`config.mk`:
```
export PLATFORM = sky130hd
export DESIGN_NAME = ocs_top
export DESIGN_NICKNAME = d
export VERILOG_FILES = /design/src/rtl/ocs_pkg.sv /design/src/rtl/ocs_top.sv /design/src/rtl/ocs_pair_mux.sv
export SDC_FILE = /design/constraint.sdc
export NUM_CORES = 1
export LEC_CHECK = 0
export ABC_AREA = 1
export BUFFER_PORTS_ARGS = -buffer_cell sky130_fd_sc_hd__buf_2
export CORE_MARGIN = 10
export CORE_UTILIZATION = 25
export DETAILED_ROUTE_END_ITERATION = 10
export GPL_TIMING_DRIVEN = 0
export SETUP_SLACK_MARGIN = 0.1
export SYNTH_ARGS = -nofsm -noshare
export SYNTH_HDL_FRONTEND = slang
export SYNTH_HIERARCHICAL = 1
export SYNTH_SLANG_ARGS = --single-unit
export TNS_END_PERCENT = 30
```
`constraint.sdc`:
```
create_clock -name core_clk_i -period 2.6 [get_ports core_clk_i]
set_clock_uncertainty 0.15 [all_clocks]
set_input_delay 0.52 -clock core_clk_i [delete_from_list [all_inputs] [get_ports core_clk_i]]
set_output_delay 0.52 -clock core_clk_i [all_outputs]
set_load 0.02 [all_outputs]
```
`src/rtl/ocs_pkg.sv`:
```
// constants, field layout and encodings of the output clock source select
// assumes an apb slave with 32-bit data and one aligned word per register
// Contract
// out 0 takes gp A div A on 00, hp A div C on 01
// out 1 single ended: gp A div B on 00, hp A div C on 01
// pair 0/1 differential: out 1 is inverted out 0, its field ignored
// out 2 takes gp A div C on 00, hp A div D on 01
// out 4 takes gp B div A on 00, hp B div C on 01
// out 5 single ended: gp B div C on 00, hp B div D on 01
// pair 4/5 differential: out 5 is inverted out 4, its field ignored
// out 6 takes gp B div A on 00, hp B div C on 01
// out 7 single ended: gp B div D on 00, hp B div D on 01
// pair 6/7 differential: out 7 is inverted out 6, its field ignored
// software enables gp synth B before using hp synth B differentially
// software enables gp synth A before using hp synth A differentially
// out 3 single: gp A div D / hp A div D; differential: inverted out 2
// pair mode field picks off, cmos variants, hcsl 101 or pecl 110
// written select takes effect; reads return last write, zero after reset

package ocs_pkg;

    // ********************************
    // register map
    // ********************************
    localparam int          ADDR_W       = 12;
    localparam int          DATA_W       = 32;
    localparam logic [9:0]  IDX_MODE_UP  = 10'h0B2;
    localparam logic [9:0]  IDX_MODE_LO  = 10'h0B3;
    localparam logic [9:0]  IDX_SEL_UP   = 10'h0B4;
    localparam logic [9:0]  IDX_SEL_LO   = 10'h0B5;
    localparam logic [11:0] ADDR_MODE_UP = {IDX_MODE_UP, 2'b00};
    localparam logic [11:0] ADDR_MODE_LO = {IDX_MODE_LO, 2'b00};
    localparam logic [11:0] ADDR_SEL_UP  = {IDX_SEL_UP, 2'b00};
    localparam logic [11:0] ADDR_SEL_LO  = {IDX_SEL_LO, 2'b00};

    // ********************************
    // fields and reset values
    // ********************************
    localparam int          REG_W     = 8;
    localparam int          SEL_W     = 2;
    localparam int          MODE_W    = 3;
    localparam int          PAIRS     = 4;
    localparam int          FIELD_STP = 4;
    localparam logic [7:0]  SEL_RST   = 8'h00;
    localparam logic [7:0]  MODE_RST  = 8'h00;
    localparam logic [7:0]  MODE_MASK = 8'h77;

    typedef enum logic [1:0] {
        SRC_GP   = 2'b00,
        SRC_HP   = 2'b01,
        SRC_RSV2 = 2'b10,
        SRC_RSV3 = 2'b11
    } ocs_src_t;

    typedef enum logic [2:0] {
        MODE_OFF   = 3'b000,
        MODE_EVEN  = 3'b001,
        MODE_ODD   = 3'b010,
        MODE_DUAL  = 3'b011,
        MODE_COMPL = 3'b100,
        MODE_HCSL  = 3'b101,
        MODE_PECL  = 3'b110,
        MODE_RSV   = 3'b111
    } ocs_mode_t;

endpackage

```
`src/rtl/ocs_top.sv`:
```
// apb register file and output clock source selection for eight outputs
// assumes tap inputs are synchronous levels sampled on core_clk_i
`timescale 1ns/100ps
`default_nettype none

module ocs_top
    import ocs_pkg::*;
(
    input  wire logic        core_clk_i,
    input  wire logic        resetn_i,
    input  wire logic        psel_i,
    input  wire logic        penable_i,
    input  wire logic        pwrite_i,
    input  wire logic [11:0] paddr_i,
    input  wire logic [31:0] pwdata_i,
    input  wire logic [3:0]  pstrb_i,
    output logic      [31:0] prdata_o,
    output logic             pready_o,
    output logic             pslverr_o,
    input  wire logic        gp_synth_a_div_a_i,
    input  wire logic        gp_synth_a_div_b_i,
    input  wire logic        gp_synth_a_div_c_i,
    input  wire logic        gp_synth_a_div_d_i,
    input  wire logic        gp_synth_b_div_a_i,
    input  wire logic        gp_synth_b_div_c_i,
    input  wire logic        gp_synth_b_div_d_i,
    input  wire logic        hp_synth_a_div_c_i,
    input  wire logic        hp_synth_a_div_d_i,
    input  wire logic        hp_synth_b_div_c_i,
    input  wire logic        hp_synth_b_div_d_i,
    output logic             cfg_clock_pin_0_o,
    output logic             cfg_clock_pin_1_o,
    output logic             cfg_clock_pin_2_o,
    output logic             cfg_clock_pin_3_o,
    output logic             cfg_clock_pin_4_o,
    output logic             cfg_clock_pin_5_o,
    output logic             cfg_clock_pin_6_o,
    output logic             cfg_clock_pin_7_o,
    output logic      [7:0]  pin_enable_o
);

    // ********************************
    // register file
    // ********************************
    logic [7:0]  sel_lower;
    logic [7:0]  sel_upper;
    logic [7:0]  mode_lower;
    logic [7:0]  mode_upper;
    logic [7:0]  next_sel_lower;
    logic [7:0]  next_sel_upper;
    logic [7:0]  next_mode_lower;
    logic [7:0]  next_mode_upper;
    logic        wr_fire;
    logic        hit;
    logic [7:0]  rd_byte;

    // ********************************
    // apb answer
    // ********************************
    logic [31:0] next_prdata;
    logic        next_pready;
    logic        next_pslverr;
    logic        setup_phase;

    always_comb begin
        hit = 1'b1;
        rd_byte = 8'h00;
        case (paddr_i)
            ADDR_SEL_LO:  rd_byte = sel_lower;
            ADDR_SEL_UP:  rd_byte = sel_upper;
            ADDR_MODE_LO: rd_byte = mode_lower;
            ADDR_MODE_UP: rd_byte = mode_upper;
            default:      hit = 1'b0;
        endcase
    end

    // the answer is prepared in the setup cycle so that every bus output
    // leaves a flop; the cost is one access cycle per transfer
    assign setup_phase = psel_i & ~penable_i;

    always_comb begin
        next_pready  = setup_phase;
        next_pslverr = setup_phase & ~hit;
        next_prdata  = prdata_o;
        if (setup_phase) begin
            next_prdata = (hit & ~pwrite_i) ? {24'h000000, rd_byte} : 32'h00000000;
        end
    end

    always_ff @(posedge core_clk_i or negedge resetn_i) begin
        if (!resetn_i) begin
            prdata_o  <= 32'h00000000;
            pready_o  <= 1'b0;
            pslverr_o <= 1'b0;
        end else begin
            prdata_o  <= next_prdata;
            pready_o  <= next_pready;
            pslverr_o <= next_pslverr;
        end
    end

    // a write lands at the edge that completes the access phase
    assign wr_fire = psel_i & penable_i & pready_o & pwrite_i & pstrb_i[0];

    always_comb begin
        next_sel_lower  = sel_lower;
        next_sel_upper  = sel_upper;
        next_mode_lower = mode_lower;
        next_mode_upper = mode_upper;
        if (wr_fire) begin
            case (paddr_i)
                ADDR_SEL_LO:  next_sel_lower = pwdata_i[7:0];
                ADDR_SEL_UP:  next_sel_upper = pwdata_i[7:0];
                // reserved bits 3 and 7 are dropped so they read as zero
                ADDR_MODE_LO: next_mode_lower = pwdata_i[7:0] & MODE_MASK;
                ADDR_MODE_UP: next_mode_upper = pwdata_i[7:0] & MODE_MASK;
                default:      next_sel_lower = sel_lower;
            endcase
        end
    end

    always_ff @(posedge core_clk_i or negedge resetn_i) begin
        if (!resetn_i) begin
            sel_lower  <= SEL_RST;
            sel_upper  <= SEL_RST;
            mode_lower <= MODE_RST;
            mode_upper <= MODE_RST;
        end else begin
            sel_lower  <= next_sel_lower;
            sel_upper  <= next_sel_upper;
            mode_lower <= next_mode_lower;
            mode_upper <= next_mode_upper;
        end
    end

    // ********************************
    // source taps per pair
    // ********************************
    // hp synth taps feeding a differential pair need the matching gp synth
    // running; software keeps to that, this block cannot check it
    logic [3:0]  gp_even;
    logic [3:0]  hp_even;
    logic [3:0]  gp_odd;
    logic [3:0]  hp_odd;
    logic [15:0] sel_word;
    logic [15:0] mode_word;
    logic [7:0]  next_pin;
    logic [7:0]  next_en;
    logic [7:0]  pin;


    assign gp_even = {gp_synth_b_div_a_i, gp_synth_b_div_a_i,
                      gp_synth_a_div_c_i, gp_synth_a_div_a_i};
    assign hp_even = {hp_synth_b_div_c_i, hp_synth_b_div_c_i,
                      hp_synth_a_div_d_i, hp_synth_a_div_c_i};

    assign gp_odd  = {gp_synth_b_div_d_i, gp_synth_b_div_c_i,
                      gp_synth_a_div_d_i, gp_synth_a_div_b_i};
    assign hp_odd  = {hp_synth_b_div_d_i, hp_synth_b_div_d_i,
                      hp_synth_a_div_d_i, hp_synth_a_div_c_i};

    assign sel_word  = {sel_upper, sel_lower};
    assign mode_word = {mode_upper, mode_lower};

    // ********************************
    // pair selection
    // ********************************
    genvar p;
    generate
        for (p = 0; p < PAIRS; p = p + 1) begin : g_pair
            ocs_pair_mux u_mux (
                .mode_i     (mode_word[FIELD_STP*p +: MODE_W]),
                .sel_even_i (sel_word[FIELD_STP*p +: SEL_W]),
                .sel_odd_i  (sel_word[FIELD_STP*p+SEL_W +: SEL_W]),
                .gp_even_i  (gp_even[p]),
                .hp_even_i  (hp_even[p]),
                .gp_odd_i   (gp_odd[p]),
                .hp_odd_i   (hp_odd[p]),
                .clk_even_o (next_pin[2*p]),
                .clk_odd_o  (next_pin[2*p+1]),
                .en_even_o  (next_en[2*p]),
                .en_odd_o   (next_en[2*p+1])
            );
        end
    endgenerate

    // ********************************
    // output stage
    // ********************************
    // one flop stage keeps even and odd of a pair aligned, so the
    // inverted partner never leads or lags by a gate delay
    always_ff @(posedge core_clk_i or negedge resetn_i) begin
        if (!resetn_i) begin
            pin          <= 8'h00;
            pin_enable_o <= 8'h00;
        end else begin
            pin          <= next_pin;
            pin_enable_o <= next_en;
        end
    end

    assign cfg_clock_pin_0_o = pin[0];
    assign cfg_clock_pin_1_o = pin[1];
    assign cfg_clock_pin_2_o = pin[2];
    assign cfg_clock_pin_3_o = pin[3];
    assign cfg_clock_pin_4_o = pin[4];
    assign cfg_clock_pin_5_o = pin[5];
    assign cfg_clock_pin_6_o = pin[6];
    assign cfg_clock_pin_7_o = pin[7];

    logic diff_01;
    logic diff_23;
    logic diff_45;
    logic diff_67;

    assign diff_01 = mode_lower[2:0] inside {MODE_COMPL, MODE_HCSL, MODE_PECL};
    assign diff_23 = mode_lower[6:4] inside {MODE_COMPL, MODE_HCSL, MODE_PECL};
    assign diff_45 = mode_upper[2:0] inside {MODE_COMPL, MODE_HCSL, MODE_PECL};
    assign diff_67 = mode_upper[6:4] inside {MODE_COMPL, MODE_HCSL, MODE_PECL};
endmodule

`default_nettype wire

```
`src/rtl/ocs_pair_mux.sv`:
```
// source selection for one even/odd output pair, purely combinational
// assumes the caller registers the results
`timescale 1ns/100ps
`default_nettype none

module ocs_pair_mux
    import ocs_pkg::*;
(
    input  wire logic [2:0] mode_i,
    input  wire logic [1:0] sel_even_i,
    input  wire logic [1:0] sel_odd_i,
    input  wire logic       gp_even_i,
    input  wire logic       hp_even_i,
    input  wire logic       gp_odd_i,
    input  wire logic       hp_odd_i,
    output logic            clk_even_o,
    output logic            clk_odd_o,
    output logic            en_even_o,
    output logic            en_odd_o
);

    logic odd_single;

    always_comb begin
        case (sel_even_i)
            SRC_GP:  clk_even_o = gp_even_i;
            SRC_HP:  clk_even_o = hp_even_i;
            default: clk_even_o = 1'b0;
        endcase
        odd_single = 1'b0;
        case (sel_odd_i)
            SRC_GP:  odd_single = gp_odd_i;
            SRC_HP:  odd_single = hp_odd_i;
            default: odd_single = 1'b0;
        endcase
        // complementary and both differential modes ignore the odd field
        case (mode_i)
            MODE_EVEN: begin
                en_even_o = 1'b1;
                en_odd_o  = 1'b0;
                clk_odd_o = odd_single;
            end
            MODE_ODD: begin
                en_even_o = 1'b0;
                en_odd_o  = 1'b1;
                clk_odd_o = odd_single;
            end
            MODE_DUAL: begin
                en_even_o = 1'b1;
                en_odd_o  = 1'b1;
                clk_odd_o = odd_single;
            end
            MODE_COMPL, MODE_HCSL, MODE_PECL: begin
                en_even_o = 1'b1;
                en_odd_o  = 1'b1;
                clk_odd_o = ~clk_even_o;
            end
            default: begin
                en_even_o = 1'b0;
                en_odd_o  = 1'b0;
                clk_odd_o = odd_single;
            end
        endcase
    end

endmodule

`default_nettype wire

```
# Word level (Yosys, flattened, before mapping)
# Cells that the tools add are included.
dict set report word_totals {
  out_inout_bits 50
  wordCells 107
  register_bits 78
  input_bits 64
}
dict set report classes {
  n_mux 23
  reduce_logical 25
  bitwise 14
  eq_ne 36
}
# op count
set ops {}
lappend ops {{$eq 12x10->1 const B} 4}
lappend ops {{$reduce_or 5->1} 8}
lappend ops {{$eq 3x3->1 const B} 12}
lappend ops {{$pmux 8 s4} 1}
lappend ops {{$eq 3x2->1 const B} 8}
lappend ops {{$eq 2x1->1 const B} 8}
lappend ops {{$logic_not 2->1} 8}
lappend ops {{$pmux 1 s2} 8}
lappend ops {{$mux 1} 13}
lappend ops {{$eq 3x1->1 const B} 4}
lappend ops {{$reduce_or 3->1} 4}
lappend ops {{$mux 8} 1}
lappend ops {{$reduce_and 2->1} 4}
lappend ops {{$and 1x1->1} 7}
lappend ops {{$not 1->1} 7}
lappend ops {{$reduce_or 4->1} 1}

# Depth between registers and ports, before layout
dict set report depth {
  depth_word 5
  ltp_mapped 11
  ltp_nobuf 10
}

# Modules after synthesis
# Netlist, hierarchy kept.
# module seq_area_each_um2 area_per_inst_um2 n_inst cells_each
set modules_own_cells {}
lappend modules_own_cells {ocs_top 1351.3 2570.0 1 285}
lappend modules_own_cells {ocs_pair_mux 0.0 88.8 4 20}

# Least setup slack after synthesis
# Ideal clock, no wire load.
dict set report synth_path {
  kind {input port to flip-flop}
  startpoint {input paddr_i[8]}
  endpoint {register sel_lower[6]}
  t_arrival_ns 1.401
  setup_ns 0.119
  path_stages 9
  setup_slack_ns 0.930
  required_ns 2.331
  path_buffers 1
  cell_sequence {inv_1 -> nand2_2 -> nor2_4 -> nand2_4 -> nor3_4 -> nand2_2 -> buf_6 -> nand2_2 -> o21ai_2}
}
dict set report synth_via {
  elab_chain_len 2
}
# item line
set synth_lines {}
lappend synth_lines {{start: declaration} ocs_top.sv:14} ;# input wire logic [11:0] paddr_i,
lappend synth_lines {{$eq 12x10->1} ocs_top.sv:111} ;# case (paddr_i)
lappend synth_lines {{$reduce_and 2->1 (no line)} n/a}
lappend synth_lines {{end signal: assignment} ocs_top.sv:129} ;# sel_lower <= next_sel_lower;
lappend synth_lines {{end: declaration} ocs_top.sv:45} ;# logic [7:0] sel_lower;
# Every way passes these cells.
# A chain may end at the register's enable or synchronous reset.

# Worst setup path after layout
dict set report layout_path {
  startpoint {input paddr_i[0]}
  endpoint {register mode_upper[5]}
}
dict set report layout_via {
  elab_chain_len 2
}
# item line
set layout_lines {}
lappend layout_lines {{$eq 12x10->1} ocs_top.sv:111}
lappend layout_lines {{$reduce_and 2->1 (no line)} n/a}
lappend layout_lines {{end signal: assignment} ocs_top.sv:132} ;# mode_upper <= next_mode_upper;
lappend layout_lines {{end: declaration} ocs_top.sv:48} ;# logic [7:0] mode_upper;
# Every way passes these cells.

==> impl_metrics.csv <==
group,metric,value,unit
outcome,status,"complete, no violations",
detailed_routing,drtPass1Iterations,4,
cells_and_area,finalNetCount,521,
global_routing,grt_first_pass_wirelength,12.8,mm
floorplanning,coreArea,11400,um^2
sta,finalHoldViolCount,0,
place,placedCellCount,593,
synth,syn_area,2930,um^2
synth,ys_seq_area_frac,0.462,
detailed_routing,initialDrtViolationCount,136,
synth,synth-seq-cells,54,
synth,synth_area_per_cell,8.01,um^2
clocking,worstSkewPairLatency,0.29,ns
cells_and_area,fillers,1243,
cells_and_area,syn_to_final_growth,25.2,%
clocking,cts_buffers,5,
clocking,htree_levels,2,
clocking,clk_pin_slew,0.07,ns
detailed_routing,route.detailed.drc,0,
setup_path,arrival,1.68,ns
global_routing,grt_overflow,0,
setup_path,worstPathMaxFanout,10,
pwr,ir_drop,234,uV
setup_path,critical_path_class,"in -> reg",
sta,rsz0062_at_grt,"false",
floorplanning,io_pins,114,
clocking,cts_tree,"done",
pwr,leakagePower,2.05,nW
cells_and_area,multiInputGateArea,1260,um^2
detailed_routing,wl_per_cell,13.2,um
detailed_routing,viasPerCell,4.11,
sta,max_freq,0.605,GHz
setup_path,critPathBufInv,3,
synth,synth_cell_types,25,
floorplanning,start_util,0.256,
place,dp_hpwl,6.43,mm
floorplanning,die_area,16400,um^2
job,max-cap-violations,0,
global_routing,first_global_vias,2562,
detailed_routing,ant_nets,0,
cells_and_area,final_cells,601,
floorplanning,num_rows,39,
clocking,clock_path_buffers,2,
sta,fin_crit_sh,0.636,
pwr,fin_total_pwr,1.80,mW
synth,synthCells,365,
setup_path,crit_family,"simple AND/OR/NAND/NOR gates",
setup_path,critPathSlowestCell,"nor2_2",
pwr,power_density,491,nW/um^2
sta,drv_slew,0,
sta,tns,0,ns
setup_path,path_cells,"buf_2, inv_2, nand2_4, nor2_2, nand3_1, buf_2, nand2_1, o21ai_1",
synth,ys_warn_count,6,
cells_and_area,drive_above_1_share,0.323,
detailed_routing,via_count,2469,
place,io_buffers,62,
place,place.gp.congestion,0.835,
place,place_ws,0.665,ns
setup_path,cpMostUsedCell,"buf_2",
clocking,post_cts_resized,0,
clocking,cts_setup_buffers,0,
setup_path,cpPeakStageDelay,0.37,ns
setup_path,cp-end-kind,"flop",
floorplanning,die_x,128,um
sta,period_needed,1.65,ns
sta,slew_headroom,0.199,
min_path,worstHoldPathType,"in -> async",
detailed_routing,wl,7.96,mm
global_routing,grt_max_degree,55,
global_routing,antenna_found_initial,0,
sta,worstMarginPinSlew,1.20,ns
floorplanning,die_h,128,um
setup_path,required,2.63,ns
cells_and_area,antenna_cells,0,
clocking,postCtsHoldBufs,0,
sta,fin_ws,0.948,ns
sta,finalSetupViolations,0,
clocking,clock_sinks,54,
cells_and_area,regArea,1350,um^2
setup_path,startpoint_type,"input port",
clocking,root_buffer,"clkbuf_16",
global_routing,groute.usage.overall,0.0984,
==> final cells by class <==
type	instances	area share
flip-flops and latches	54	0.369
multi-input cells	256	0.344
repair buffers	62	0.0847
plain buffers	30	0.0605
inverters	48	0.0492
well taps	143	0.0488
clock buffers	7	0.0362
clock inverters	1	0.00820
==> sequential cells by signal (all words and copies together) (netlist names) <==
| signal | count |
|---|---|
| mode_lower | 6 |
| mode_upper | 6 |
| pin | 8 |
| pin_enable_o | 8 |
| prdata_o | 8 |
| pready_o | 1 |
| pslverr_o | 1 |
| sel_lower | 8 |
| sel_upper | 8 |
==> metal layers <==
layer	track usage	wire, um	up-vias
met2	0.158	3660	83
met3	0.0364	726	7
met5	0	0	-
met1	0.120	3490	1113
met4	0.0305	89	0
li1	-	-	1266
==> power breakdown <==
group          switching [mW]  internal [mW]  leakage (nW)  total (mW)
clock                   0.304          0.456        0.0781       0.760
combinational           0.125         0.0629          1.24       0.188
sequential            0.00194          0.847         0.734       0.849
total                   0.431           1.37          2.05        1.80
==> path summary, 6_finish.rpt <==
path | cells past startpoint | endpoint | slack (ns) | start
worst max-delay path | 8 | mode_upper[5] | 0.95 | paddr_i[0]
worst min-delay path | 1 | pin[1] | 0.32 | resetn_i
worst max register to register | 6 | sel_upper[5] | 0.97 | pready_o
worst min register to register | 2 | prdata_o[6] | 0.33 | prdata_o[6]
max in group asynchronous | 1 | mode_lower[2] | 1.24 | resetn_i
min in group core_clk_i | 3 | pin[2] | 0.32 | gp_synth_a_div_c_i
==> stage by stage <==
stage           util  instance area, um^2  hold slack [ns]
2_1_floorplan      -                 3010           0.0744
3_3_place_gp   0.307                 3500            0.310
3_5_place_dp   0.307                 3500            0.314
4_1_cts        0.321                 3660            0.321
5_1_grt        0.321                 3660            0.329
6_report       0.321                 3660            0.318
==> Yosys cell counts <==
cell | instances | area, um^2
dfrtp_1 | 54 | 1350
nand3_1 | 29 | 145
nand4_1 | 7 | 43.8
nand3_2 | 4 | 40.0
inv_2 | 9 | 33.8
nor3_4 | 1 | 16.3
or2_1 | 1 | 6.26
o21ai_2 | 10 | 87.6
a21oi_4 | 1 | 16.3
clkbuf_1 | 1 | 3.75
nand2_2 | 10 | 62.6
inv_1 | 39 | 146
nand2_1 | 120 | 450
buf_2 | 3 | 15.0
nor2_8 | 1 | 20.0
nor3_1 | 1 | 5.00
buf_4 | 24 | 180
buf_6 | 2 | 22.5
nand2_4 | 2 | 22.5
nor2_1 | 12 | 45.0
nor2_2 | 8 | 50.1
nand4_2 | 1 | 12.5
o21ai_1 | 20 | 100
conb_1 | 1 | 3.75
nor2_4 | 4 | 45.0
==> layout by cell type (no fill, tap or decap) <==
cell | Yosys | routed
nor2_2 | 8 | 8
inv_1 | 39 | 39
dfrtp_1 | 54 | 54
o21ai_1 | 20 | 20
a21oi_4 | 1 | 1
nor3_1 | 1 | 1
nand4_2 | 1 | 1
inv_2 | 9 | 9
nor2_4 | 4 | 4
clkbuf_16 | 0 | 5
buf_4 | 24 | 24
o21ai_2 | 10 | 10
nand4_1 | 7 | 7
clkbuf_1 | 1 | 3
bufinv_16 | 0 | 1
nand2_1 | 120 | 120
nand3_1 | 29 | 29
nor3_4 | 1 | 1
buf_2 | 3 | 65
or2_1 | 1 | 1
buf_6 | 2 | 2
nand2_4 | 2 | 2
nor2_1 | 12 | 12
nand3_2 | 4 | 4
conb_1 | 1 | 24
nor2_8 | 1 | 1
nand2_2 | 10 | 10
==> cell families (layout without fill, tap and decap cells) <==
logic type             Yosys count  in the layout  synth area share
other                            1             24           0.00128
AO/OA/AOI/OAI                   31             31            0.0697
AND/OR/NAND/NOR                201            201             0.330
buffers and inverters           78            148             0.137
flip-flops                      54             54             0.462
(Power assumes the default switching activity.)
